## src/lpw_pkg.sv

```systemverilog
package lpw_pkg;
	// ==========================================
	// Register map (APB byte addresses)
	localparam logic [7:0] LPW_ADDR_SENSE   = 8'h00;
	localparam logic [7:0] LPW_ADDR_PINSEL  = 8'h04;
	localparam logic [7:0] LPW_ADDR_MODECTL = 8'h08;
	localparam logic [7:0] LPW_ADDR_STATUS  = 8'h0C;
	localparam logic [7:0] LPW_ADDR_PEND    = 8'h10;
	// ==========================================
	// Reset values
	localparam logic [7:0] LPW_SENSE_RST  = 8'h00;
	localparam logic [7:0] LPW_PINSEL_RST = 8'h0C;
	// ==========================================
	// Mode control fields
	localparam int LPW_MC_SLOW_BIT   = 0;
	localparam int LPW_MC_AHALT_BIT  = 1;
	localparam int LPW_MC_AUTO_WAKE_ENABLE_BIT  = 2;
	localparam int LPW_MC_WDG_BIT    = 3;
	// ==========================================
	// Sensitivity codes
	localparam logic [1:0] LPW_SENSE_FALL_LOW = 2'h0;
	localparam logic [1:0] LPW_SENSE_RISE     = 2'h1;
	localparam logic [1:0] LPW_SENSE_FALL     = 2'h2;
	localparam logic [1:0] LPW_SENSE_BOTH     = 2'h3;
	// ==========================================
	// Timing
	localparam int LPW_SLOW_DIV       = 32;
	localparam int LPW_STAB_SHORT     = 256;
	localparam int LPW_STAB_LONG      = 4096;
	localparam int LPW_STARTUP_NS     = 1000;
	localparam int LPW_CLK_PERIOD_NS  = 50;
	localparam int LPW_STARTUP_CYC    = (LPW_STARTUP_NS + LPW_CLK_PERIOD_NS - 1) / LPW_CLK_PERIOD_NS;
	localparam int LPW_LINES          = 4;
	typedef enum logic [2:0] {
		LPW_RUN,
		LPW_SLOW,
		LPW_WAIT,
		LPW_SLOW_WAIT,
		LPW_HALT,
		LPW_STAB
	} lpw_state_type;
endpackage

```

## src/lpw_line_if.sv

```systemverilog
interface lpw_line_if;
	logic       pin;
	logic [1:0] sense;
	logic       sense_chg;
	logic       ack;
	logic       pend;
	modport det (input pin, input sense, input sense_chg, input ack, output pend);
	modport ctl (output pin, output sense, output sense_chg, output ack, input pend);
endinterface

```

## src/lpw_line_det.sv

```systemverilog
module lpw_line_det
	import lpw_pkg::*;
(
	input  wire logic clk_in,
	input  wire logic rst_n_in,
	lpw_line_if.det   line
);
	logic [2:0] sync_q;
	logic       prev_q;
	logic       pend_q;
	logic       rise;
	logic       fall;
	logic       hit;

	// ==========================================
	// Synchroniser; a change counts once stages two and three agree
	always_ff @(posedge clk_in or negedge rst_n_in)
	begin
		if (!rst_n_in)
			sync_q <= 3'h7;
		else
			sync_q <= {sync_q[1:0], line.pin};
	end

	always_ff @(posedge clk_in or negedge rst_n_in)
	begin
		if (!rst_n_in)
			prev_q <= 1'b1;
		else if (sync_q[1] == sync_q[2])
			prev_q <= sync_q[2];
	end

	assign rise = (sync_q[1] == sync_q[2]) && sync_q[2] && !prev_q;
	assign fall = (sync_q[1] == sync_q[2]) && !sync_q[2] && prev_q;

	always_comb
	begin
		hit = 1'b0;
		unique case (line.sense)
			LPW_SENSE_FALL_LOW: hit = fall;
			LPW_SENSE_RISE:     hit = rise;
			LPW_SENSE_FALL:     hit = fall;
			LPW_SENSE_BOTH:     hit = rise || fall;
		endcase
	end

	// ==========================================
	// Edge latch; a new edge beats the acknowledge in the same cycle
	always_ff @(posedge clk_in or negedge rst_n_in)
	begin
		if (!rst_n_in)
			pend_q <= 1'b0;
		else if (hit)
			pend_q <= 1'b1;
		else if (line.ack || line.sense_chg)
			pend_q <= 1'b0;
	end

	// Low level keeps the request alive as long as the pin stays low
	assign line.pend = pend_q || (line.sense == LPW_SENSE_FALL_LOW && prev_q == 1'b0);

	a_sense_clear: assert property (@(posedge clk_in) disable iff (!rst_n_in)
		line.sense_chg && !hit |=> !pend_q)
		else $error("pending edge survived a sensitivity change");
	a_edge_latch: assert property (@(posedge clk_in) disable iff (!rst_n_in)
		hit |=> pend_q)
		else $error("detected edge not latched");
endmodule

```

## src/lpw_top.sv

```systemverilog
// How it works
// - Sensitivity register: line 3 bits 7:6 down to line 0 bits 1:0.
// - Code 00 fall plus low, 01 rise, 10 fall, 11 both edges.
// - Sensitivity writes are taken only while the interrupt mask is set.
// - Changing a line's sensitivity clears its pending request.
// - Line 3 select bits 7:6 pick port B bit 0, 1 or 2.
// - Line 2 select bits 5:4 pick port B bits 3 to 6.
// - Port B bit 4 on line 2 never wakes from halt.
// - Line 1 select bits 3:2 pick port A bits 4 to 7, reset 7.
// - Line 0 select bits 1:0 pick port A bits 0 to 3, reset 0.
// - Reset enters run mode with core and peripherals clocked.
// - Slow select divides the clock by 32 for core and peripherals.
// - Wait entered during slow mode becomes slow-wait on the divided clock.
// - Wait stops the core, keeps peripherals clocked, clears the mask.
// - Wait ends on interrupt or reset, then the core is vectored.
// - Halt goes to plain halt only with active-halt and auto-wake off.
// - Halt exit restarts oscillator then waits 256 or 4096 core cycles.
// - Entering halt forces the mask to 0 for immediate wake on pending.
// - Halt stops the oscillator and all internally clocked processing.
// - Halt with watchdog enabled may give a watchdog reset instead.
// - With the multiplier enabled, an extra startup delay follows halt exit.
// - Service pushes flags, holds mask set, clears on pop.
// - Edge requests latch and clear when service starts.
//
// Decided for this implementation: the APB slave port and the register addresses.
module lpw_top
	import lpw_pkg::*;
#(
	parameter int STAB_LONG_CYC = LPW_STAB_LONG
)
(
	input  wire logic        clk_sys_in,
	input  wire logic        rst_n_in,
	input  wire logic        psel_in,
	input  wire logic        penable_in,
	input  wire logic        pwrite_in,
	input  wire logic [7:0]  paddr_in,
	input  wire logic [31:0] pwdata_in,
	output logic      [31:0] prdata_out,
	output logic             pready_out,
	output logic             pslverr_out,
	input  wire logic [7:0]  port_a_in,
	input  wire logic [6:0]  port_b_in,
	input  wire logic        wfi_instr_in,
	input  wire logic        halt_instr_in,
	input  wire logic        irq_mask_in,
	input  wire logic        isr_enter_in,
	input  wire logic [1:0]  isr_line_in,
	input  wire logic        isr_return_in,
	input  wire logic        stab_long_in,
	input  wire logic        mult_en_in,
	input  wire logic        watchdog_active_in,
	output logic             clear_mask_out,
	output logic             set_mask_out,
	output logic             push_flags_out,
	output logic             pop_flags_out,
	output logic             core_clk_en_out,
	output logic             periph_clk_en_out,
	output logic             osc_on_out,
	output logic             wake_out,
	output logic [3:0]       irq_req_out,
	output logic             wdg_reset_out,
	output logic [2:0]       mode_out
);
	logic [1:0]    rst_sync_q;
	logic          rst_n;
	lpw_state_type state_q;
	logic [7:0]    sense_q;
	logic [7:0]    pinsel_q;
	logic [3:0]    modectl_q;
	logic [4:0]    div_q;
	logic          slow_tick;
	logic [12:0]   stab_q;
	logic [3:0]    line_pend;
	logic [3:0]    line_pins;
	logic [3:0]    sense_chg;
	logic          halt_wake;
	logic          access;
	logic          wr;
	logic          sense_wr;
	logic          mask_now;

	// ==========================================
	// Reset release
	always_ff @(posedge clk_sys_in or negedge rst_n_in)
	begin
		if (!rst_n_in)
			rst_sync_q <= 2'h0;
		else
			rst_sync_q <= {rst_sync_q[0], 1'b1};
	end
	assign rst_n = rst_sync_q[1];

	// ==========================================
	// APB slave, zero wait states
	assign access      = psel_in && penable_in;
	assign wr          = access && pwrite_in;
	assign pready_out  = 1'b1;
	assign pslverr_out = access && !(paddr_in == LPW_ADDR_SENSE || paddr_in == LPW_ADDR_PINSEL
		|| paddr_in == LPW_ADDR_MODECTL || paddr_in == LPW_ADDR_STATUS || paddr_in == LPW_ADDR_PEND);
	assign sense_wr    = wr && paddr_in == LPW_ADDR_SENSE && irq_mask_in;

	always_ff @(posedge clk_sys_in or negedge rst_n)
	begin
		if (!rst_n)
			sense_q <= LPW_SENSE_RST;
		else if (sense_wr)
			sense_q <= pwdata_in[7:0];
	end

	always_ff @(posedge clk_sys_in or negedge rst_n)
	begin
		if (!rst_n)
			pinsel_q <= LPW_PINSEL_RST;
		else if (wr && paddr_in == LPW_ADDR_PINSEL)
			pinsel_q <= pwdata_in[7:0];
	end

	always_ff @(posedge clk_sys_in or negedge rst_n)
	begin
		if (!rst_n)
			modectl_q <= 4'h0;
		else if (wr && paddr_in == LPW_ADDR_MODECTL)
			modectl_q <= pwdata_in[3:0];
	end

	always_ff @(posedge clk_sys_in or negedge rst_n)
	begin
		if (!rst_n)
			prdata_out <= 32'h0;
		else if (psel_in && !penable_in && !pwrite_in)
		begin
			unique case (paddr_in)
				LPW_ADDR_SENSE:   prdata_out <= {24'h0, sense_q};
				LPW_ADDR_PINSEL:  prdata_out <= {24'h0, pinsel_q};
				LPW_ADDR_MODECTL: prdata_out <= {28'h0, modectl_q};
				LPW_ADDR_STATUS:  prdata_out <= {29'h0, mode_out};
				LPW_ADDR_PEND:    prdata_out <= {28'h0, line_pend};
				default:          prdata_out <= 32'h0;
			endcase
		end
	end

	// ==========================================
	// Pin routing; line 3 code 11 is unused and falls back to bit 0
	always_comb
	begin
		unique case (pinsel_q[7:6])
			2'h1:    line_pins[3] = port_b_in[1];
			2'h2:    line_pins[3] = port_b_in[2];
			default: line_pins[3] = port_b_in[0];
		endcase
		line_pins[2] = port_b_in[3 + 32'(pinsel_q[5:4])];
		line_pins[1] = port_a_in[4 + 32'(pinsel_q[3:2])];
		line_pins[0] = port_a_in[32'(pinsel_q[1:0])];
	end

	// ==========================================
	// Line detectors
	genvar g;
	generate
		for (g = 0; g < LPW_LINES; g++)
		begin : g_line
			lpw_line_if lif ();
			assign lif.pin       = line_pins[g];
			assign lif.sense     = sense_q[2*g +: 2];
			assign lif.sense_chg = sense_chg[g];
			assign lif.ack       = isr_enter_in && isr_line_in == 2'(g);
			assign line_pend[g]  = lif.pend;
			assign sense_chg[g]  = sense_wr && pwdata_in[2*g +: 2] != sense_q[2*g +: 2];
			lpw_line_det u_det (
				.clk_in   (clk_sys_in),
				.rst_n_in (rst_n),
				.line     (lif)
			);
		end
	endgenerate

	assign irq_req_out = line_pend;
	// Port B bit 4 on line 2 cannot wake from halt
	assign halt_wake = |{line_pend[3], line_pend[2] && pinsel_q[5:4] != 2'h1,
		line_pend[1:0]};

	// ==========================================
	// Slow divider
	always_ff @(posedge clk_sys_in or negedge rst_n)
	begin
		if (!rst_n)
			div_q <= 5'h0;
		else
			div_q <= div_q + 5'h1;
	end
	assign slow_tick = div_q == 5'(LPW_SLOW_DIV - 1);

	// ==========================================
	// Mode sequencer
	always_ff @(posedge clk_sys_in or negedge rst_n)
	begin
		if (!rst_n)
			state_q <= LPW_RUN;
		else
		begin
			unique case (state_q)
				LPW_RUN, LPW_SLOW:
				begin
					if (halt_instr_in && !modectl_q[LPW_MC_AHALT_BIT] && !modectl_q[LPW_MC_AUTO_WAKE_ENABLE_BIT]
						&& !(watchdog_active_in && modectl_q[LPW_MC_WDG_BIT]))
						state_q <= LPW_HALT;
					else if (wfi_instr_in)
						state_q <= (state_q == LPW_SLOW) ? LPW_SLOW_WAIT : LPW_WAIT;
					else
						state_q <= modectl_q[LPW_MC_SLOW_BIT] ? LPW_SLOW : LPW_RUN;
				end
				LPW_WAIT, LPW_SLOW_WAIT:
					if (|line_pend)
						state_q <= modectl_q[LPW_MC_SLOW_BIT] ? LPW_SLOW : LPW_RUN;
				LPW_HALT:
					if (halt_wake)
						state_q <= LPW_STAB;
				LPW_STAB:
					if (stab_q == 13'h0)
						state_q <= modectl_q[LPW_MC_SLOW_BIT] ? LPW_SLOW : LPW_RUN;
				default:
					state_q <= LPW_RUN;
			endcase
		end
	end

	// Stabilisation counter, plus multiplier startup when enabled
	always_ff @(posedge clk_sys_in or negedge rst_n)
	begin
		if (!rst_n)
			stab_q <= 13'h0;
		else if (state_q == LPW_HALT && halt_wake)
			stab_q <= 13'((stab_long_in ? STAB_LONG_CYC : LPW_STAB_SHORT) - 1
				+ (mult_en_in ? LPW_STARTUP_CYC : 0));
		else if (state_q == LPW_STAB && stab_q != 13'h0)
			stab_q <= stab_q - 13'h1;
	end

	always_ff @(posedge clk_sys_in or negedge rst_n)
	begin
		if (!rst_n)
			wdg_reset_out <= 1'b0;
		else
			wdg_reset_out <= (state_q == LPW_RUN || state_q == LPW_SLOW) && halt_instr_in
				&& watchdog_active_in && modectl_q[LPW_MC_WDG_BIT];
	end

	// ==========================================
	// Core side strobes and clock gating
	assign clear_mask_out = (state_q == LPW_RUN || state_q == LPW_SLOW)
		&& (wfi_instr_in || halt_instr_in);
	assign wake_out       = (state_q == LPW_STAB && stab_q == 13'h0)
		|| ((state_q == LPW_WAIT || state_q == LPW_SLOW_WAIT) && |line_pend);
	assign push_flags_out = isr_enter_in;
	assign set_mask_out   = isr_enter_in;
	assign pop_flags_out  = isr_return_in;
	assign mask_now       = irq_mask_in;

	always_comb
	begin
		core_clk_en_out   = 1'b0;
		periph_clk_en_out = 1'b0;
		osc_on_out        = 1'b1;
		unique case (state_q)
			LPW_RUN:
			begin
				core_clk_en_out   = 1'b1;
				periph_clk_en_out = 1'b1;
			end
			LPW_SLOW:
			begin
				core_clk_en_out   = slow_tick;
				periph_clk_en_out = slow_tick;
			end
			LPW_WAIT:      periph_clk_en_out = 1'b1;
			LPW_SLOW_WAIT: periph_clk_en_out = slow_tick;
			LPW_HALT:      osc_on_out = 1'b0;
			default:       osc_on_out = 1'b1;
		endcase
	end
	assign mode_out = state_q;

	a_halt_osc: assert property (@(posedge clk_sys_in) disable iff (!rst_n)
		state_q == LPW_HALT |-> !osc_on_out && !core_clk_en_out)
		else $error("clocks running in halt");
	a_wait_mask: assert property (@(posedge clk_sys_in) disable iff (!rst_n)
		state_q == LPW_RUN && wfi_instr_in && !halt_instr_in |-> clear_mask_out ##1 state_q == LPW_WAIT)
		else $error("wait entry wrong");
	a_sense_lock: assert property (@(posedge clk_sys_in) disable iff (!rst_n)
		!mask_now |=> $stable(sense_q))
		else $error("sensitivity changed while mask clear");
	a_stab_short: assert property (@(posedge clk_sys_in) disable iff (!rst_n)
		state_q == LPW_HALT && halt_wake && !stab_long_in && !mult_en_in
		|=> state_q == LPW_STAB ##255 wake_out)
		else $error("short stabilisation length wrong");
	a_pb4_nowake: assert property (@(posedge clk_sys_in) disable iff (!rst_n)
		state_q == LPW_HALT && line_pend == 4'h4 && pinsel_q[5:4] == 2'h1 |=> state_q == LPW_HALT)
		else $error("port B bit 4 woke halt");
	a_slow_wait: assert property (@(posedge clk_sys_in) disable iff (!rst_n)
		state_q == LPW_SLOW && wfi_instr_in && !halt_instr_in |=> state_q == LPW_SLOW_WAIT)
		else $error("slow-wait not entered");
	a_halt_entry: assert property (@(posedge clk_sys_in) disable iff (!rst_n)
		state_q == LPW_RUN && halt_instr_in && (modectl_q[LPW_MC_AHALT_BIT] || modectl_q[LPW_MC_AUTO_WAKE_ENABLE_BIT])
		|=> state_q != LPW_HALT)
		else $error("halt entered while disabled");
	a_slow_rate: assert property (@(posedge clk_sys_in) disable iff (!rst_n)
		state_q == LPW_SLOW && core_clk_en_out |=> !core_clk_en_out)
		else $error("slow clock enable too frequent");

	// ==========================================
	// Sequencer and sensitivity write checks
	a_run_clocks: assert property (@(posedge clk_sys_in) disable iff (!rst_n)
		state_q == LPW_RUN |-> core_clk_en_out && periph_clk_en_out && osc_on_out)
		else $error("run mode clocks wrong");
	a_sense_take: assert property (@(posedge clk_sys_in) disable iff (!rst_n)
		sense_wr |=> sense_q == $past(pwdata_in[7:0]))
		else $error("sensitivity write lost");
	a_halt_mask: assert property (@(posedge clk_sys_in) disable iff (!rst_n)
		(state_q == LPW_RUN || state_q == LPW_SLOW) && halt_instr_in |-> clear_mask_out)
		else $error("mask not cleared on halt");
	a_wait_clocks: assert property (@(posedge clk_sys_in) disable iff (!rst_n)
		state_q == LPW_WAIT |-> periph_clk_en_out && !core_clk_en_out && osc_on_out)
		else $error("wait mode clocks wrong");
	a_slow_wait_clk: assert property (@(posedge clk_sys_in) disable iff (!rst_n)
		state_q == LPW_SLOW_WAIT |-> !core_clk_en_out && periph_clk_en_out == slow_tick)
		else $error("slow-wait clocks wrong");
	a_wait_hold: assert property (@(posedge clk_sys_in) disable iff (!rst_n)
		(state_q == LPW_WAIT || state_q == LPW_SLOW_WAIT) && !(|line_pend) |=> state_q == $past(state_q))
		else $error("wait left without a request");
	a_wait_wake: assert property (@(posedge clk_sys_in) disable iff (!rst_n)
		(state_q == LPW_WAIT || state_q == LPW_SLOW_WAIT) && (|line_pend)
		|-> wake_out ##1 (state_q == LPW_RUN || state_q == LPW_SLOW))
		else $error("wait not ended by request");
	a_wake_pulse: assert property (@(posedge clk_sys_in) disable iff (!rst_n)
		wake_out |=> !wake_out)
		else $error("wake strobe longer than one cycle");
	a_stab_osc: assert property (@(posedge clk_sys_in) disable iff (!rst_n)
		state_q == LPW_STAB |-> osc_on_out && !core_clk_en_out && !periph_clk_en_out)
		else $error("stabilisation clocks wrong");
	a_stab_hold: assert property (@(posedge clk_sys_in) disable iff (!rst_n)
		state_q == LPW_STAB && stab_q != 13'h0 |=> state_q == LPW_STAB)
		else $error("stabilisation cut short");
	a_long_delay: assert property (@(posedge clk_sys_in) disable iff (!rst_n)
		state_q == LPW_HALT && halt_wake && stab_long_in && mult_en_in
		|=> stab_q == 13'(STAB_LONG_CYC - 1 + LPW_STARTUP_CYC))
		else $error("long delay with startup wrong");
	a_wdg_reset: assert property (@(posedge clk_sys_in) disable iff (!rst_n)
		(state_q == LPW_RUN || state_q == LPW_SLOW) && halt_instr_in && watchdog_active_in
		&& modectl_q[LPW_MC_WDG_BIT] |=> wdg_reset_out && state_q != LPW_HALT)
		else $error("watchdog option ignored on halt");
endmodule

```

## config.mk

```make
export PLATFORM = sky130hd
export DESIGN_NAME = lpw_top
export DESIGN_NICKNAME = d
export VERILOG_FILES = /design/src/lpw_pkg.sv /design/src/lpw_line_if.sv /design/src/lpw_line_det.sv /design/src/lpw_top.sv
export SDC_FILE = /design/constraint.sdc
export NUM_CORES = 1
export LEC_CHECK = 0
export BUFFER_PORTS_ARGS = -buffer_cell sky130_fd_sc_hd__buf_2
export CORE_MARGIN = 4
export CORE_UTILIZATION = 32
export DETAILED_ROUTE_END_ITERATION = 12
export PLACE_DENSITY_LB_ADDON = 0.3
export SETUP_SLACK_MARGIN = 0.4
export SYNTH_ARGS = -nofsm -noshare
export SYNTH_HDL_FRONTEND = slang
export SYNTH_SLANG_ARGS = --single-unit
export TNS_END_PERCENT = 30
```

## constraint.sdc

```tcl
create_clock -name clk_sys_in -period 2.2 [get_ports clk_sys_in]
set_input_delay 0.33 -clock clk_sys_in [delete_from_list [all_inputs] [get_ports clk_sys_in]]
set_output_delay 0.33 -clock clk_sys_in [all_outputs]
set_load 0.01 [all_outputs]
```

==> metrics.md <==
| Metric | Value |
|---|---|
| Status | complete, no violations |
| Die height | 121 um |
| Count leader, synth | dfrtp_1 |
| Starting density of the core | 33.2% |
| Pwr Density | 888 mW/mm^2 |
| Pre-Repair DR Iteration Count | 4 |
| First-pass GRT wire length | 15,500 um |
| Synth area leaders | dfrtp_1, dfstp_2, buf_4 |
| Yosys warns | 0 |
| Largest net degree at the start of global routing | 25 |
| Peak VDD IR | 0.387 mV |
| Worst Hold Class | register to asynchronous set/reset pin |
| H-tree depth | 3 |
| Antenna viol nets, final | 0 |
| GRT Total Usage | 13.3% |
| Final instance area | 0.00509 mm^2 |
| Nets@finish | 559 |
| Largest area contributor in the netlist | dfrtp_1 |
| Via count | 2,994 |
| Dpl cells | 613 |
| Final hold slack | 99.1 ps |
| Row cnt | 40 |
| Global placement routability congestion | 0.859 |
| Grt ovf | 0 |
| Critical path class | register to primary output |
| IO Pins | 120 |
| Area of the core | 0.0122 mm^2 |
| # setup viols final | 0 |
| Leak | 2.34 nW |
| Crit-path max FO | 2 |
| Tcrit/Tclk final | 97.4% |
| Final Max Tran Viols | 0 |
| Critical path startpoint category | register |
| WL final | 9220 um |
| FF+latch count, synth | 72 |
| Fill count | 1,190 |
| Number of flops mapped to enable cells by yosys | 0 |
| Fraction of layout cells with a size suffix above 1 | 40.1% |
| Die area | 0.0145 mm^2 |
| Port Buffer Count | 68 |
| Async set or reset register ratio after synthesis | 100% |
| Top_reg_cell synth | dfrtp_1 |
| Post-synth cell types | 52 |
| Skew final | 4.23 ps |
| Cell area after synthesis | 0.00406 mm^2 |
| Sequential area share after synthesis | 45.0% |
| Die X | 121 um |
| Layout Cells excl Fill | 644 |
| Residual DRC | 0 |
| FF+latch area | 0.00183 mm^2 |
| CTS root buffer | clkbuf_16 |
| Worst setup EP type | primary output |
| Min Clock Period, post-route | 2140 ps |
| Final Total Pwr | 4.52 mW |
| Final Hold Violating Endpoints | 0 |
| Avg Cell Area, Syn | 10.6 um^2 |
| Synth top area share | 33.3% |
| Total CTS buffers | 9 |
| Critical path required time | 1870 ps |
| Max capacitance violation total | 0 |
| Clock transition at the registers of the reported paths | 60 ps |
| CTS tree | done |
| Final Util | 41.6% |
| Post-DP Area | 0.00452 mm^2 |
| Area delta synth->final | 25.3% |
| Drt wl/cell | 14.3 um |
| Max Freq | 467 MHz |
| Avg Vias per Cell | 4.65 |
| Top cells by count, synth | dfrtp_1, buf_4, inv_1, nand2_1, nor2_1 |
| Vias in the first global route | 3,138 |
| Dpl hpwl | 6910 um |
| Multi-input gate area | 0.00204 mm^2 |
| Worst skew pair latency | 330 ps |
| Antenna cells | 0 |
| Drt first-iter violations | 103 |
| Post-Synthesis Cells | 381 |
| RSZ-0062 raised after global routing | yes |
| Clock sinks | 72 |
| Initial antenna violation count | 0 |
| WP data arrival | 1810 ps |
| CTS Buffer Depth | 2 |
==> routing by layer <==
metal | track usage, % | up-vias | routed length [um]
met5 | 0 | - | 0
met4 | 5.03 | 0 | 198
met3 | 2.48 | 13 | 419
met2 | 22.5 | 72 | 4620
met1 | 16.8 | 1475 | 3980
li1 | - | 1434 | -
==> registers in the layout, indices dropped and copies added (netlist names) <==
signal	cells
pinsel_q	8
wdg_reset_out	1
div_q	5
prdata_out	8
modectl_q	4
mode_out	3
rst_sync_q	2
stab_q	13
g_line.u_det.sync_q	12
g_line.u_det.pend_q	4
g_line.u_det.prev_q	4
sense_q	8
==> worst max-delay path: stages (launching register included) <==
cell and delay, ps:
dfrtp_1 400, inv_2 90, ha_4 120, nor3b_4 230, nand4_4 120, or2_1 240
o21ai_1 130, buf_2 160
==> through the flow <==
stage	setup slack (ps)	setup TNS [ps]
detailed placement	182	0
global route	-49.6	-49.6
floorplan	234	0
global placement	233	0
CTS	52.0	0
finish	56.7	0
==> final timing paths <==
| path | from | end | slack, ps | depth (start not counted) |
|---|---|---|---|---|
| max | stab_q[0] | wake_out | 60 | 7 |
| min | rst_sync_q[1] | pinsel_q[4] | 100 | 0 |
| max reg2reg | g_line[3].u_det.pend_q | mode_out[0] | 410 | 5 |
| min reg2reg | rst_sync_q[1] | pinsel_q[4] | 100 | 0 |
| max in group asynchronous | rst_sync_q[1] | stab_q[7] | 1540 | 1 |
| min in group clk_sys_in | port_b_in[0] | g_line[3].u_det.sync_q[0] | 240 | 3 |
==> repair_timing <==
action | 4_1_cts | 5_1_grt
pin swaps | 6 | 17
setup buffers | 12 | 2
hold buffers | 1 | 0
resized for setup | 18 | 12
hold endpoints to repair | 2 | 0
endpoints found under the setup margin | 11 | 21
==> cell usage in the layout, fill, tap and decap left out, types with 5 or more instances in the layout <==
cell type / n
buf_4: 26
mux2_2: 21
mux2i_1: 7
inv_1: 25
a21oi_1: 13
xor2_1: 14
clkbuf_16: 9
ha_1: 15
nand2_1: 24
o21ai_0: 17
nand3_1: 5
conb_1: 26
nor2_1: 23
xnor2_1: 8
mux4_2: 6
dfrtp_1: 51
buf_2: 67
nand4_1: 7
dfstp_2: 18
nand2b_1: 8
==> layout make-up <==
cell class / instances / area share (%)
well taps: 168 / 4.13
repair buffers: 96 / 11.2
clock buffers: 10 / 4.70
multi-input cells: 264 / 40.1
flip-flops and latches: 72 / 35.9
clock inverters: 6 / 1.80
inverters: 28 / 2.07
==> power by group <==
group / leakage, nW / switching, mW / total, mW / internal, mW
combinational: 1.32 / 0.634 / 1.19 / 0.557
sequential: 0.877 / 0.208 / 1.73 / 1.52
clock: 0.151 / 0.566 / 1.59 / 1.03
==> logic make-up after synthesis <==
group,count (synthesis),synth area share [%]
other cells,2,0.185
compound gates,60,9.62
xor+xnor,22,4.75
fa+ha+maj,18,5.55
buf+inv,69,9.71
flops,72,45.0
simple gates,103,14.0
mux,35,11.3
No activity file was read; power rests on OpenSTA's default activity.
